### src/hw/rxwp_pkg.sv
// rxwp_pkg: constants, modes and carrier struct for the receive word packer.
// assumes one 50 MHz clock domain; shared by the packer top and its lane module.
package rxwp_pkg;

    localparam int unsigned CLK_HZ = 50000000;
    localparam int unsigned WORD_W = 32;
    localparam int unsigned HALF_W = 16;

    // wide word field positions, lower half (upper half is +HALF_W)
    localparam int unsigned POS_DATA = 0;
    localparam int unsigned POS_CTRL = 8;
    localparam int unsigned POS_ERR = 9;
    localparam int unsigned POS_SYNC = 10;
    localparam int unsigned POS_DISPERR = 11;
    localparam int unsigned POS_PATTERN = 12;
    localparam int unsigned POS_RMDEL = 13;
    localparam int unsigned POS_RMINS = 14;
    localparam int unsigned POS_RDISP = 15;

    // register indices on the plain register port
    localparam logic [3:0] REG_CTRL = 4'h0;
    localparam logic [3:0] REG_STATUS = 4'h1;
    localparam logic [3:0] REG_IRQ_STAT = 4'h2;
    localparam logic [3:0] REG_IRQ_MASK = 4'h3;
    localparam logic [3:0] REG_RECFG = 4'h4;

    // control and reconfiguration register field positions
    localparam int unsigned CTRL_WIDTH_LSB = 0;
    localparam int unsigned CTRL_PIPE_BIT = 2;
    localparam int unsigned CTRL_DIV2_BIT = 3;
    localparam int unsigned CTRL_CLKSEL_LSB = 4;
    localparam int unsigned RECFG_MODE_LSB = 0;
    localparam int unsigned RECFG_START_BIT = 8;

    localparam logic [31:0] CTRL_RESET = 32'h0000_0000;
    localparam logic [3:0] IRQ_MASK_RESET = 4'h0;
    localparam logic [5:0] RECFG_ADDR_LAST = 6'h3f;

    // interrupt status bit positions
    localparam int unsigned IRQ_ERR = 0;
    localparam int unsigned IRQ_DISPERR = 1;
    localparam int unsigned IRQ_SYNC_LOST = 2;
    localparam int unsigned IRQ_RECFG_DONE = 3;

    typedef enum logic [1:0] {
        RXWP_W8,
        RXWP_W10,
        RXWP_W16,
        RXWP_W20
    } rxwp_width_e;

    typedef enum logic [1:0] {
        RXWP_CLK_SHARED_TX,
        RXWP_CLK_OWN_TX,
        RXWP_CLK_OWN_RX,
        RXWP_CLK_RSVD
    } rxwp_clksel_e;

    // one received symbol with its per-symbol status
    typedef struct packed {
        logic [9:0] sym;
        logic ctrl;
        logic err;
        logic sync;
        logic disperr;
        logic pattern;
        logic rm_del;
        logic rm_ins;
        logic [1:0] pipe_status;
        logic rdisp;
    } rxwp_lane_s;

endpackage : rxwp_pkg

### src/hw/rxwp_lane.sv
// rxwp_lane: packs one symbol and its status flags into a 16-bit half word.
// assumes the caller registers the result; purely combinational.
`timescale 1ns/1ns
`default_nettype none
module rxwp_lane (
    input wire rxwp_pkg::rxwp_lane_s LANE,  // symbol and flags
    input wire logic CODED,                 // 8-bit decoded symbol in use
    input wire logic PIPE,                  // pipe mode selects status field
    output logic [15:0] HALF                // packed half word
);
    import rxwp_pkg::*;

    always_comb begin
        HALF = 16'h0000;
        if (CODED) begin
            HALF[POS_DATA +: 8] = LANE.sym[7:0];
            HALF[POS_CTRL] = LANE.ctrl;
            HALF[POS_ERR] = LANE.err;
        end else begin
            // raw symbol covers the control and error positions
            HALF[POS_DATA +: 10] = LANE.sym;
        end
        HALF[POS_SYNC] = LANE.sync;
        HALF[POS_DISPERR] = LANE.disperr;
        HALF[POS_PATTERN] = LANE.pattern;
        if (PIPE) begin
            HALF[POS_RMDEL +: 2] = LANE.pipe_status;
        end else begin
            HALF[POS_RMDEL] = LANE.rm_del;
            HALF[POS_RMINS] = LANE.rm_ins;
        end
        HALF[POS_RDISP] = LANE.rdisp;
    end

endmodule // rxwp_lane
`default_nettype wire

### src/hw/rxwp_top.sv
// rxwp_top: receive word packer toward fabric, with rate divider, clock select
// and reconfiguration handshake. assumes lane inputs are on CLK's domain.
//
// Behaviour
// - 8-bit coded: data byte at [7:0], control flag at bit 8.
// - 8-bit coded: code violation at bit 9, sync status at bit 10.
// - 8-bit: disparity error at bit 11, pattern detect at bit 12.
// - non-pipe: rate-match deletion at bit 13, insertion at bit 14.
// - pipe mode: bits 14:13 carry the 2-bit pipe status.
// - running disparity appears at bit 15.
// - 10-bit: raw symbol at [9:0], bits 10-15 keep their meanings.
// - 16-bit: lower byte at [7:0], upper byte at [23:16].
// - 16-bit: upper byte flags at 24-28, sixteen above the lower.
// - 16-bit pipe: status at 14:13 and 30:29.
// - 20-bit: lower symbol at [9:0], upper at [25:16].
// - wide modes: upper deletion, insertion, disparity at 29, 30, 31.
// - receive path offers divide-by-two rate option; no transmit equivalent.
// - 3-bit mode select, 6-bit address, valid, done and busy out.
// - read clock chosen from shared tx, own tx or own rx clock.
//
// Added by the designer: the placing of the registers and the address-and-strobe port.
`timescale 1ns/1ns
`default_nettype none
module rxwp_top #(
    parameter int unsigned RECFG_WORDS = 64  // words written per reconfiguration
) (
    input wire logic CLK,                        // 50 MHz clock
    input wire logic RST_N,                      // async reset, active low
    input wire rxwp_pkg::rxwp_lane_s LANE_LO,    // lower symbol and flags
    input wire rxwp_pkg::rxwp_lane_s LANE_HI,    // upper symbol and flags
    input wire logic LANE_VALID,                 // lane inputs carry a symbol
    input wire logic CLK_SHARED_TX_EN,           // shared tx core clock tick
    input wire logic CLK_OWN_TX_EN,              // own tx core clock tick
    input wire logic CLK_OWN_RX_EN,              // own rx core clock tick
    output logic [31:0] RX_WORD,                 // packed wide receive word
    output logic RX_WORD_VALID,                  // RX_WORD updated this cycle
    input wire logic [3:0] REG_ADDR,             // register index
    input wire logic [31:0] REG_WDATA,           // register write data
    input wire logic REG_WR,                     // write strobe
    input wire logic REG_RD,                     // read strobe
    output logic [31:0] REG_RDATA,               // read data, one cycle later
    output logic IRQ,                            // level interrupt
    output logic [2:0] RECFG_MODE_SEL,           // reconfiguration mode select
    output logic [5:0] RECFG_ADDR_OUT,           // reconfiguration word address
    output logic RECFG_ADDR_EN,                  // address valid strobe
    output logic RECFG_DONE,                     // reconfiguration done
    output logic RECFG_BUSY                      // reconfiguration in progress
);
    import rxwp_pkg::*;

    typedef enum {
        RXWP_IDLE,
        RXWP_WRITE,
        RXWP_FINISH
    } rxwp_state_e;

    logic [31:0] ctrl;
    logic [3:0] irq_stat;
    logic [3:0] irq_mask;
    logic [2:0] mode_sel;
    logic div_phase;
    logic read_tick;
    logic take;
    logic [15:0] half_lo;
    logic [15:0] half_hi;
    logic [31:0] next_word;
    logic [3:0] events;
    logic sync_prev;
    logic [6:0] word_cnt;
    logic recfg_start;
    rxwp_state_e state;
    rxwp_width_e width;
    rxwp_clksel_e clksel;
    logic pipe;
    logic div2;
    logic wide;
    logic coded;

    assign width = rxwp_width_e'(ctrl[CTRL_WIDTH_LSB +: 2]);
    assign pipe = ctrl[CTRL_PIPE_BIT];
    assign div2 = ctrl[CTRL_DIV2_BIT];
    assign clksel = rxwp_clksel_e'(ctrl[CTRL_CLKSEL_LSB +: 2]);
    assign wide = (width == RXWP_W16) || (width == RXWP_W20);
    assign coded = (width == RXWP_W8) || (width == RXWP_W16);
    assign recfg_start = REG_WR && (REG_ADDR == REG_RECFG) && REG_WDATA[RECFG_START_BIT];

    // read-clock source select; the reserved code falls back to the own rx clock
    always_comb begin
        case (clksel)
            RXWP_CLK_SHARED_TX: read_tick = CLK_SHARED_TX_EN;
            RXWP_CLK_OWN_TX: read_tick = CLK_OWN_TX_EN;
            RXWP_CLK_OWN_RX: read_tick = CLK_OWN_RX_EN;
            default: read_tick = CLK_OWN_RX_EN;
        endcase
    end

    // halving the rate drops every second symbol rather than needing another pll
    always_ff @(posedge CLK or negedge RST_N) begin
        if (!RST_N) begin
            div_phase <= 1'b0;
        end else if (!div2) begin
            div_phase <= 1'b0;
        end else if (read_tick && LANE_VALID) begin
            div_phase <= ~div_phase;
        end
    end

    assign take = read_tick && LANE_VALID && (!div2 || !div_phase);

    rxwp_lane u_lane_lo (
        .LANE(LANE_LO),
        .CODED(coded),
        .PIPE(pipe),
        .HALF(half_lo)
    );

    rxwp_lane u_lane_hi (
        .LANE(LANE_HI),
        .CODED(coded),
        .PIPE(pipe),
        .HALF(half_hi)
    );

    // narrow modes leave the upper half zero
    assign next_word = {(wide ? half_hi : 16'h0000), half_lo};

    always_ff @(posedge CLK or negedge RST_N) begin
        if (!RST_N) begin
            RX_WORD <= 32'h0000_0000;
        end else if (take) begin
            RX_WORD <= next_word;
        end
    end

    always_ff @(posedge CLK or negedge RST_N) begin
        if (!RST_N) begin
            RX_WORD_VALID <= 1'b0;
        end else begin
            RX_WORD_VALID <= take;
        end
    end

    always_ff @(posedge CLK or negedge RST_N) begin
        if (!RST_N) begin
            sync_prev <= 1'b0;
        end else if (take) begin
            sync_prev <= LANE_LO.sync;
        end
    end

    always_comb begin
        events = 4'h0;
        events[IRQ_ERR] = take && coded && (LANE_LO.err || (wide && LANE_HI.err));
        events[IRQ_DISPERR] = take && (LANE_LO.disperr || (wide && LANE_HI.disperr));
        events[IRQ_SYNC_LOST] = take && sync_prev && !LANE_LO.sync;
        events[IRQ_RECFG_DONE] = (state == RXWP_FINISH);
    end

    always_ff @(posedge CLK or negedge RST_N) begin
        if (!RST_N) begin
            ctrl <= CTRL_RESET;
        end else if (REG_WR && (REG_ADDR == REG_CTRL)) begin
            ctrl <= REG_WDATA;
        end
    end

    always_ff @(posedge CLK or negedge RST_N) begin
        if (!RST_N) begin
            irq_mask <= IRQ_MASK_RESET;
        end else if (REG_WR && (REG_ADDR == REG_IRQ_MASK)) begin
            irq_mask <= REG_WDATA[3:0];
        end
    end

    // a read clears, but an event in the same cycle survives
    always_ff @(posedge CLK or negedge RST_N) begin
        if (!RST_N) begin
            irq_stat <= 4'h0;
        end else if (REG_RD && (REG_ADDR == REG_IRQ_STAT)) begin
            irq_stat <= events;
        end else begin
            irq_stat <= irq_stat | events;
        end
    end

    assign IRQ = |(irq_stat & irq_mask);

    // mode select is latched only while idle so a running pass stays consistent
    always_ff @(posedge CLK or negedge RST_N) begin
        if (!RST_N) begin
            mode_sel <= 3'h0;
        end else if (recfg_start && (state == RXWP_IDLE)) begin
            mode_sel <= REG_WDATA[RECFG_MODE_LSB +: 3];
        end
    end

    assign RECFG_MODE_SEL = mode_sel;

    // walk the word addresses; a start outside the idle state is ignored
    always_ff @(posedge CLK or negedge RST_N) begin
        if (!RST_N) begin
            state <= RXWP_IDLE;
            word_cnt <= 7'h00;
        end else begin
            case (state)
                RXWP_IDLE: begin
                    word_cnt <= 7'h00;
                    if (recfg_start) begin
                        state <= RXWP_WRITE;
                    end
                end
                RXWP_WRITE: begin
                    if (word_cnt == 7'(RECFG_WORDS - 1)) begin
                        state <= RXWP_FINISH;
                    end else begin
                        word_cnt <= word_cnt + 7'h01;
                    end
                end
                RXWP_FINISH: state <= RXWP_IDLE;
                default: state <= RXWP_IDLE;
            endcase
        end
    end

    always_ff @(posedge CLK or negedge RST_N) begin
        if (!RST_N) begin
            RECFG_ADDR_OUT <= 6'h00;
            RECFG_ADDR_EN <= 1'b0;
            RECFG_BUSY <= 1'b0;
        end else begin
            RECFG_ADDR_OUT <= word_cnt[5:0] & RECFG_ADDR_LAST;
            RECFG_ADDR_EN <= (state == RXWP_WRITE);
            RECFG_BUSY <= (state != RXWP_IDLE) || recfg_start;
        end
    end

    // done holds until the next start; it rises on the edge at which busy falls,
    // the only cycle in which busy is still high while the walk is idle
    always_ff @(posedge CLK or negedge RST_N) begin
        if (!RST_N) begin
            RECFG_DONE <= 1'b0;
        end else if (recfg_start && (state == RXWP_IDLE)) begin
            RECFG_DONE <= 1'b0;
        end else if (RECFG_BUSY && (state == RXWP_IDLE)) begin
            RECFG_DONE <= 1'b1;
        end
    end

    always_ff @(posedge CLK or negedge RST_N) begin
        if (!RST_N) begin
            REG_RDATA <= 32'h0000_0000;
        end else if (REG_RD) begin
            case (REG_ADDR)
                REG_CTRL: REG_RDATA <= ctrl;
                REG_STATUS: REG_RDATA <= {24'h000000, RECFG_ADDR_OUT, RECFG_DONE, RECFG_BUSY};
                REG_IRQ_STAT: REG_RDATA <= {28'h0000000, irq_stat};
                REG_IRQ_MASK: REG_RDATA <= {28'h0000000, irq_mask};
                REG_RECFG: REG_RDATA <= {29'h00000000, mode_sel};
                default: REG_RDATA <= 32'h0000_0000;
            endcase
        end else begin
            REG_RDATA <= 32'h0000_0000;
        end
    end

endmodule // rxwp_top
`default_nettype wire

### config.mk
export PLATFORM = sky130hd
export DESIGN_NAME = rxwp_top
export DESIGN_NICKNAME = d
export VERILOG_FILES = /design/src/hw/rxwp_pkg.sv /design/src/hw/rxwp_lane.sv /design/src/hw/rxwp_top.sv
export SDC_FILE = /design/constraint.sdc
export NUM_CORES = 1
export LEC_CHECK = 0
export BUFFER_PORTS_ARGS = -buffer_cell sky130_fd_sc_hd__buf_4
export CAP_MARGIN = 20
export CORE_MARGIN = 2
export CORE_UTILIZATION = 53
export DETAILED_ROUTE_END_ITERATION = 10
export GPL_TIMING_DRIVEN = 0
export PLACE_DENSITY = 0.85
export SYNTH_ARGS = -nofsm -noshare
export SYNTH_HDL_FRONTEND = slang
export SYNTH_SLANG_ARGS = --single-unit
export TNS_END_PERCENT = 100
### constraint.sdc
create_clock -name CLK -period 2.5 [get_ports CLK]
set_input_delay 0.625 -clock CLK [delete_from_list [all_inputs] [get_ports CLK]]
set_output_delay 0.625 -clock CLK [all_outputs]
set_load 0.02 [all_outputs]
# [Yosys cells after proc, flatten, opt, wreduce, memory -nomap -nowiden]
# Cells that the tools add are included.
[word_totals] in_bits=84 latchBits=0 reg_bits=158 mem_bits_rw=0 n_memories=0 out_inout_bits=78 word_cells=88 rom_bits=0
[op_classes] n_eq_ne=15 bitwise_logic=3 n_div=0 n_lt_le_gt_ge=0 mux=18 n_mul=0 shift=0 n_reduce_logical=36 add_sub_neg=1
[op_table] cell="one-hot mux 32 bit (5 select lines)" n=1
[op_table] cell="two-way mux 32 bit" n=3
[op_table] cell="zero test 32 bit" n=2
[op_table] cell="one-hot mux 32 bit (2 select lines)" n=1
[op_table] cell="== test 32 x 1 -> 1 bit, second input constant" n=1
[op_table] cell="== test 32 x 2 -> 1 bit, second input constant" n=1
[op_table] cell="== test 32 x 3 -> 1 bit, second input constant" n=1
[op_table] cell="nonzero test 32 bit" n=1
[op_table] cell="two-way mux 10 bit" n=2
[op_table] cell="logical AND 1 bit" n=16
[op_table] cell="two-way mux 16 bit" n=1
[op_table] cell="one-hot mux 7 bit (2 select lines)" n=1
[op_table] cell="== test 4 x 2 -> 1 bit, second input constant" n=2
[op_table] cell="adder 7 x 1 -> 7 bit, second input constant" n=1
[op_table] cell="== test 7 x 6 -> 1 bit, second input constant" n=1
[op_table] cell="two-way mux 7 bit" n=1
[op_table] cell="logical OR 1 bit" n=6
[op_table] cell="!= test 2 bit, second input constant" n=3
[op_table] cell="bitwise AND 4 bit" n=1
[op_table] cell="== test 2 bit, second input constant" n=2
[op_table] cell="== test 4 x 1 -> 1 bit, second input constant" n=1
[op_table] cell="== test 4 x 3 -> 1 bit, second input constant" n=1
[op_table] cell="zero test 2 bit" n=2
[op_table] cell="zero test 4 bit" n=1
[op_table] cell="other kinds (12)" n=20

# [Longest topological paths before layout]
# Gate-level depths: netlist (run 1).
[logic_depth] word_depth=8 mapped_depth=5 ltp_nobuf=4

# [By module]
# Synthesis (run 1) repeated with hierarchy kept, for this count alone.
[hier_totals] cells_unflattened=401 hier_area_um2=5315.1
[by_module_without_submodules] mod="rxwp_top" area_each_um2=5044.8 seq_area_each_um2=3203.1 n_inst=1 cells_each=369
[by_module_without_submodules] mod="rxwp_lane" area_each_um2=135.1 seq_area_each_um2=0.0 n_inst=2 cells_each=16

# [Worst setup path before layout (run 1)]
# Ideal clock, no wire load.
[synth_path] path_kind="input port to flip-flop" startpoint="input port CLK_SHARED_TX_EN" endpoint="register RX_WORD[10]" t_required_ns=2.375 path_slack_ns=0.636 path_stages=4 arrival_time_ns=1.739 setup_time_ns=0.125 path_buffers=1 path_cell_list="mux2_4 > o2111ai_4 > buf_6 > mux2_2"
[synth_between] elab_chain_cells=3
[synth_rtl] element="from (decl)" line="rxwp_top.sv:32" rtl="input wire logic CLK_SHARED_TX_EN,"
[synth_rtl] element="one-hot mux 1 bit (2 select lines)" line="rxwp_top.sv:89" rtl="case (clksel)"
[synth_rtl] element="logical AND 1 bit (2 in series)" line="rxwp_top.sv:108" rtl="assign take = read_tick && LANE_VALID && (!div2 || !div_phase);"
[synth_rtl] element="to (signal assigned)" line="rxwp_top.sv:131" rtl="RX_WORD <= next_word;"
[synth_rtl] element="to (decl)" line="rxwp_top.sv:35" rtl="output logic [31:0] RX_WORD,"
# Every way passes these cells.
# A chain may end at the register's enable or synchronous reset.

# [Worst setup path after layout (run 1)]
[layout_path] startpoint="register irq_stat[3]" endpoint="output port IRQ"
[layout_between] elab_chain_cells=2
[layout_rtl] element="from (decl)" line="rxwp_top.sv:58" rtl="logic [3:0] irq_stat;"
[layout_rtl] element="from (signal assigned)" line="rxwp_top.sv:180" rtl="irq_stat <= events;"
[layout_rtl] element="from (signal assigned)" line="rxwp_top.sv:182" rtl="irq_stat <= irq_stat | events;"
[layout_rtl] element="bitwise AND 4 bit" line="rxwp_top.sv:186" rtl="assign IRQ = |(irq_stat & irq_mask);"
[layout_rtl] element="OR reduction 4 bit" line="rxwp_top.sv:186"
[layout_rtl] element="to (decl)" line="rxwp_top.sv:42" rtl="output logic IRQ,"
# Every way passes these cells.

==> summary.md, run 1 <==
| Metric | Value |
|---|---|
| Status | completed |
| DR WL/cell | 17.5 um |
| Placed inst area | 6570 um^2 |
| Vias in the first global route | 3,783 |
| Async set-or-reset flop fraction in the synthesized netlist | 100% |
| Worst path arrival time | 1390 ps |
| Final Power | 6720 uW |
| Synthesized area | 5170 um^2 |
| Num CTS Buffers | 17 |
| Slew @ Worst Pin | 536 ps |
| Ys Warns | 0 |
| Clock latency on the worst-skew pair | 530 ps |
| Vias | 3,697 |
| Startpoint Class | flop |
| Hpwl dp | 8380 um |
| CTS root buf | clkbuf_8 |
| Global route overflow | 0 |
| Met3 routed WL | 665 um |
| RSZ-0062 raised after global routing | false |
| I/O pin total | 162 |
| Layout cell share with drive strength beyond 1 | 47.8% |
| Row count | 36 |
| Hold Crit Class | input port to flop |
| Clock tree from TritonCTS | done |
| Pre-Repair DR Iteration Count | 4 |
| Worst VDD drop | 0.000540 V |
| Final core occ | 75.1% |
| Synth Register Bits | 127 |
| Post_cts resized | 0 |
| Clock Sinks | 127 |
| Slew margin rel. | 64.3% |
| Area grow syn2layout | 39.9% |
| Leading area contributor after synthesis | dfrtp_1 |
| Final min period | 2020 ps |
| Met1 WL | 4920 um |
| Commonest cells post-synth | 127 x dfrtp_1, 65 x mux2_2, 24 x and2_1 |
| Post-synth EDFFs | 0 |
| Remaining DRCs | 0 |
| CTS Buffer Depth | 2 |
| Fmax | 496 MHz |
| Seq/Total Area, Yosys | 61.4% |
| Post-Syn Nets | 469 |
| Largest net degree at the start of global routing | 101 |
| Synth unique cells | 46 |
| FILL cells | 656 |
| Initial Util | 53.7% |
| Diode count | 0 |
| Metal2 WL | 6530 um |
| First-pass GRT wire length | 18,900 um |
| Final cell count without fillers | 711 |
| Uppermost layer routed | met4 |
| P per Cell Area | 928 nW/um^2 |
| CP max FO | 3 |
| Port bufs | 160 |
| Final setup vio count | 0 |
| Synth top area cells | dfrtp_1 61%, mux2_2 14%, mux2i_1 4.3%, and2_1 2.9%, nand2_1 1.6% |
| Layout net count | 650 |
| Core Area | 9640 um^2 |
| # H-tree levels | 4 |
| Die Height | 103 um |
| Worst Path Required | 1880 ps |
| Leakage | 0.00360 uW |
| Initial DRC count | 146 |
| CP endpoint kind | output pin |
| Most common flop cell mapped by yosys | dfrtp_1 |
| Die Width | 103 um |
| Final Hold Viols | 0 |
| Most numerous cell in the Yosys netlist | dfrtp_1 |
| Initial antenna violation count | 0 |
| Max cap viols | 0 |
| FF-to-FF setup slack | 650 ps |
| Final Wtd Congestion | 0.899 |
| Die area | 10,600 um^2 |
| DRT Wirelength | 12,400 um |
| Setup TNS | 0 ps |
| Clock Skew | 9.28 ps |
| Worst-path clk slew | 60 ps |
| Max-slew violations | 0 |
| Tcrit/Tclk final | 80.7% |
| Critical path class | flop to output pin |
| Gate Count Post-Synth | 384 |
| Total GRT Usage | 24.3% |
| Top cell type's share of synthesized area | 61.4% |
| Placed cell count | 678 |
| Final instance area | 7240 um^2 |
| DR vias/cell | 5.20 |
| Post-synthesis area per instance | 13.5 um^2 |
| ANT nets after route | 0 |
## metrics by stage
stage | setup WS, ps | hold WS [ps]
3_3_place_gp | 390 | 362
5_1_grt | 416 | 311
3_5_place_dp | 351 | 370
6_report | 483 | 316
4_1_cts | 467 | 307
2_1_floorplan | 636 | 329
## worst max-delay path, cell delays in order, from the launching register on
cell and delay, ps:
dfrtp_1 410, a22oi_1 220, nand2_1 80, buf_4 170
## layout by cell type (no fill, tap or decap), types with 2 or more instances in the layout
cell type / netlist / layout
a211oi_1: 2 / 2
a21oi_1: 9 / 9
a22oi_1: 4 / 4
a31o_2: 2 / 2
a31oi_1: 5 / 5
and2_1: 24 / 24
and3_1: 3 / 3
and3b_1: 5 / 5
and4bb_2: 2 / 2
buf_2: 5 / 5
buf_4: 1 / 160
buf_6: 2 / 3
bufinv_16: 0 / 6
clkbuf_1: 10 / 10
clkbuf_16: 0 / 16
clkinv_2: 0 / 3
clkinv_4: 0 / 2
clkinvlp_4: 0 / 4
dfrtp_1: 127 / 127
inv_1: 16 / 16
mux2_2: 65 / 65
mux2i_1: 22 / 22
nand2_1: 22 / 22
nand2b_1: 3 / 3
nand3_1: 2 / 2
nand3b_1: 5 / 5
nand4b_1: 2 / 2
nor2_1: 10 / 10
nor2b_1: 6 / 6
nor3_1: 3 / 3
o21ai_0: 3 / 3
o22ai_1: 2 / 2
o2bb2ai_1: 3 / 3
o31ai_1: 2 / 2
## power breakdown
part           switching, uW  internal (uW)  total [uW]  leakage [uW]
logic                    684            713        1400       0.00169
clock network            908           1820        2720      0.000310
registers                193           2410        2600       0.00160
total                   1790           4930        6720       0.00360
## sequential cells by signal, indices dropped and copies added, names as in the netlist, 2 cells and up
register        flops
RECFG_ADDR_OUT      6
RECFG_MODE_SEL      3
REG_RDATA          32
RX_WORD            32
ctrl               32
irq_mask            4
irq_stat            4
state               2
word_cnt            7
## final cells by class
type,instances,area (um^2),share of cell area [%]
flip-flops and latches,127,3180,43.9
multi-input cells,221,1820,25.2
repair buffers,162,1240,17.2
clock buffers,17,414,5.72
clock inverters,15,243,3.35
well taps,133,166,2.30
plain buffers,20,111,1.54
inverters,16,60.1,0.830
## layer usage
layer	GRT usage, %	up-vias
met2	40.7	135
met1	29.3	1830
met3	7.80	26
met5	0	-
met4	9.82	0
li1	-	1706
## kinds of logic after synthesis
group                    Yosys count  share of synthesized area (%)
flip-flops                       127                           61.4
AND/OR/NAND/NOR                   93                           10.6
multiplexers                      89                           19.1
AO/OA/AOI/OAI                     38                           5.30
buffers and inverters             36                           3.31
adder cells (fa/ha/maj)            1                          0.242
## worst paths after layout
path	startpoint	to	depth (start not counted)
setup reg to reg	ctrl[4]	RX_WORD[14]	4
hold / removal	REG_WDATA[24]	ctrl[24]	2
min in group asynchronous	RST_N	ctrl[31]	2
max in group asynchronous	RST_N	RX_WORD[20]	3
hold reg to reg	word_cnt[2]	RECFG_ADDR_OUT[2]	0
setup / recovery	irq_stat[3]	IRQ	3
## what timing repair did
action,CTS,global route
setup endpoints to repair,0,0
setup buffers,0,0
endpoints found under the hold margin,27,0
hold buffers,1,0
Note: power is estimated with default switching activity, not from simulation.
==> run 2, diff against run 1 <==
--- a/config.mk
+++ b/config.mk
@@ -5,13 +5,14 @@
 export SDC_FILE = /design/constraint.sdc
 export NUM_CORES = 1
 export LEC_CHECK = 0
+export ABC_AREA = 1
 export BUFFER_PORTS_ARGS = -buffer_cell sky130_fd_sc_hd__buf_4
 export CAP_MARGIN = 20
 export CORE_MARGIN = 2
-export CORE_UTILIZATION = 53
+export CORE_UTILIZATION = 51
 export DETAILED_ROUTE_END_ITERATION = 10
 export GPL_TIMING_DRIVEN = 0
-export PLACE_DENSITY = 0.85
+export PLACE_DENSITY = 0.83
 export SYNTH_ARGS = -nofsm -noshare
 export SYNTH_HDL_FRONTEND = slang
 export SYNTH_SLANG_ARGS = --single-unit
==> constraint.sdc (replaced) <==
create_clock -name CLK -period 2 [get_ports CLK]
set_input_delay 0.5 -clock CLK [delete_from_list [all_inputs] [get_ports CLK]]
set_output_delay 0.5 -clock CLK [all_outputs]
set_load 0.02 [all_outputs]
==> run 2 against run 1 <==
  * Total power grew 14%
  * Hold slack lost 130 ps
  * Combinational power grew 5%
  * First-iteration DRC count grew 62%
  * Clock power grew 12%
  * Wire length grew 7.7%
  * Largest cell class unchanged
==> summary.md, run 2 <==
| Metric | Value |
|---|---|
| Status | completed |
| Final Wtd Congestion | 0.913 |
| Die area | 11,000 um^2 |
| Seq/Total Area, Yosys | 61.2% |
| Uppermost layer routed | met4 |
| Final Power | 7670 uW |
| # H-tree levels | 4 |
| Initial DRC count | 237 |
| Pre-Repair DR Iteration Count | 4 |
| Layout net count | 845 |
| Area grow syn2layout | 38.8% |
| DRT Wirelength | 13,400 um |
| Leading area contributor after synthesis | dfrtp_1 |
| Most frequent cells in the layout | 184 x nand2_1, 165 x buf_4, 127 x dfrtp_1 |
| Synth Register Bits | 127 |
| Most common flop cell mapped by yosys | dfrtp_1 |
| Post-synthesis mux area share | 0.578% |
| Gate Count Post-Synth | 578 |
| Largest family of logic cells by synthesized area | simple AND/OR/NAND/NOR gates |
| Diode count | 0 |
| Initial antenna violation count | 0 |
| Max cap viols | 0 |
| Most numerous cell in the Yosys netlist | nand2_1 |
| Core Area | 9820 um^2 |
| Worst setup margin | 249 ps |
| Post-synthesis area per instance | 8.98 um^2 |
| Met3 routed WL | 851 um |
| Commonest cells post-synth | 184 x nand2_1, 127 x dfrtp_1, 59 x nand3_1 |
| Metal2 WL | 6610 um |
| Synth unique cells | 29 |
| Post-synthesis simple-gate area fraction | 26.0% |
| Startpoint Class | flop |
| Worst Path Required | 1500 ps |
| Remaining DRCs | 0 |
| Vias | 4,615 |
| Setup TNS | 0 ps |
| Leakage | 0.00388 uW |
| Hold Crit Class | input port to flop |
| Compound-gate portion of the synthesized area | 5.20% |
| Max-slew violations | 0 |
| Post-cts hold buffer count | 1 |
| Final Hold Viols | 0 |
| DR vias/cell | 5.09 |
| Post-synth EDFFs | 0 |
| CTS root buf | clkbuf_8 |
| Vias in the first global route | 4,441 |
| P per Cell Area | 1060 nW/um^2 |
| Clock latency on the worst-skew pair | 510 ps |
| Largest net degree at the start of global routing | 68 |
| Row count | 36 |
| Regs by FF count | REG_RDATA x32, RX_WORD x32, ctrl x32 |
| Top cell type's share of synthesized area | 61.2% |
| Placed inst area | 6600 um^2 |
| Worst VDD drop | 0.000579 V |
| Worst path arrival time | 1250 ps |
| Critical path class | flop to output pin |
| Total GRT Usage | 25.6% |
| Final cell count without fillers | 906 |
| Layout cell share with drive strength beyond 1 | 29.4% |
| Ys Warns | 0 |
| Clock Sinks | 127 |
| Clock tree from TritonCTS | done |
| Slew margin rel. | 62.6% |
| Final min period | 1750 ps |
| ANT nets after route | 0 |
| Die Height | 105 um |
| DR WL/cell | 14.7 um |
| Post_cts resized | 0 |
| Synth top area cells | dfrtp_1 61%, nand2_1 13%, nand3_1 5.7%, inv_1 4.0%, o21ai_0 3.5% |
| Die Width | 105 um |
| Placed cell count | 873 |
| Xor/xnor share of the synthesized area | 0.169% |
| Final instance area | 7210 um^2 |
| I/O pin total | 162 |
| Port bufs | 161 |
| Fmax | 571 MHz |
| Num CTS Buffers | 17 |
| Placement Setup Slack | 284 ps |
| RSZ-0062 raised after global routing | false |
| CP endpoint kind | output pin |
| Post-Syn Nets | 663 |
| Post-CTS setup buffers | 0 |
| Final setup vio count | 0 |
| Tcrit/Tclk final | 87.6% |
| CTS Buffer Depth | 2 |
| First-pass GRT wire length | 21,900 um |
| Synthesized area | 5190 um^2 |
| Commonest non-fill, non-tap cell in the layout | nand2_1 |
| Clock Skew | 7.00 ps |
| Met1 WL | 5570 um |
| Hpwl dp | 9600 um |
| Global route overflow | 0 |
| Async set-or-reset flop fraction in the synthesized netlist | 100% |
| Initial Util | 52.9% |
| Adder-cell share of the synthesized area | 0.241% |
| Slew @ Worst Pin | 562 ps |
| Worst-path clk slew | 60 ps |
| CP max FO | 3 |
-- run 2: cell types whose count changed in the layout (fill, tap and decap cells not counted), moves of 12 or more --
cell	change
and2_1	-24
inv_1	+40
mux2_2	-65
mux2i_1	-19
nand2_1	+162
nand3_1	+57
nand4_1	+12
nor2_1	+35
o21ai_0	+33
-- run 2: logic make-up after synthesis --
group                      after synthesis
xor gates and xnor gates                 1
buffers and inverters                   82
AOI/OAI and AO/OA                       51
DFF                                    127
adders and majority gates                1
and+or+nand+nor                        313
muxes                                    3
-- run 2: worst paths after layout --
path | start | to | slack, ps | depth (start not counted)
setup / recovery | irq_stat[3] | IRQ | 250 | 3
hold / removal | LANE_LO[5] | RX_WORD[12] | 190 | 3
setup reg to reg | word_cnt[0] | word_cnt[3] | 510 | 6
hold reg to reg | word_cnt[1] | RECFG_ADDR_OUT[1] | 450 | 0
max in group asynchronous | RST_N | ctrl[30] | 760 | 3
min in group asynchronous | RST_N | RX_WORD[2] | 540 | 2
-- run 2: power by group --
group,leakage [uW],switching (uW),total [uW],internal (uW)
Combinational,0.00196,867,1470,606
Sequential,0.00163,217,3150,2940
Clock,0.000290,1060,3040,1980
-- run 2: routing by layer --
metal / global-route usage (%) / up-vias
met5: 0 / -
met4: 11.6 / 0
met3: 5.74 / 28
met2: 41.5 / 192
met1: 32.8 / 2206
li1: - / 2189
-- run 2: per-stage QoR --
| stage | hold slack (ps) | utilization (%) |
|---|---|---|
| final | 191 | 73.4 |
| after global routing | 174 | 73.4 |
| after floorplan | 204 | - |
| after global placement | 415 | 66.9 |
| after detailed placement | 429 | 67.2 |
| after CTS | 170 | 73.4 |
-- run 2: area by class of cell --
class	instances	area [um^2]
plain buffers	24	125
clock buffers	21	459
clock inverters	11	138
fillers	731	2610
inverters	58	218
multi-input cells	369	1670
flip-flops and latches	127	3180
well taps	133	166
repair buffers	163	1250
-- run 2: worst max-delay path: stages (launching register included) --
cell and delay [ps]:
dfrtp_1 400, nand2_1 80, nand4_1 90, buf_4 170
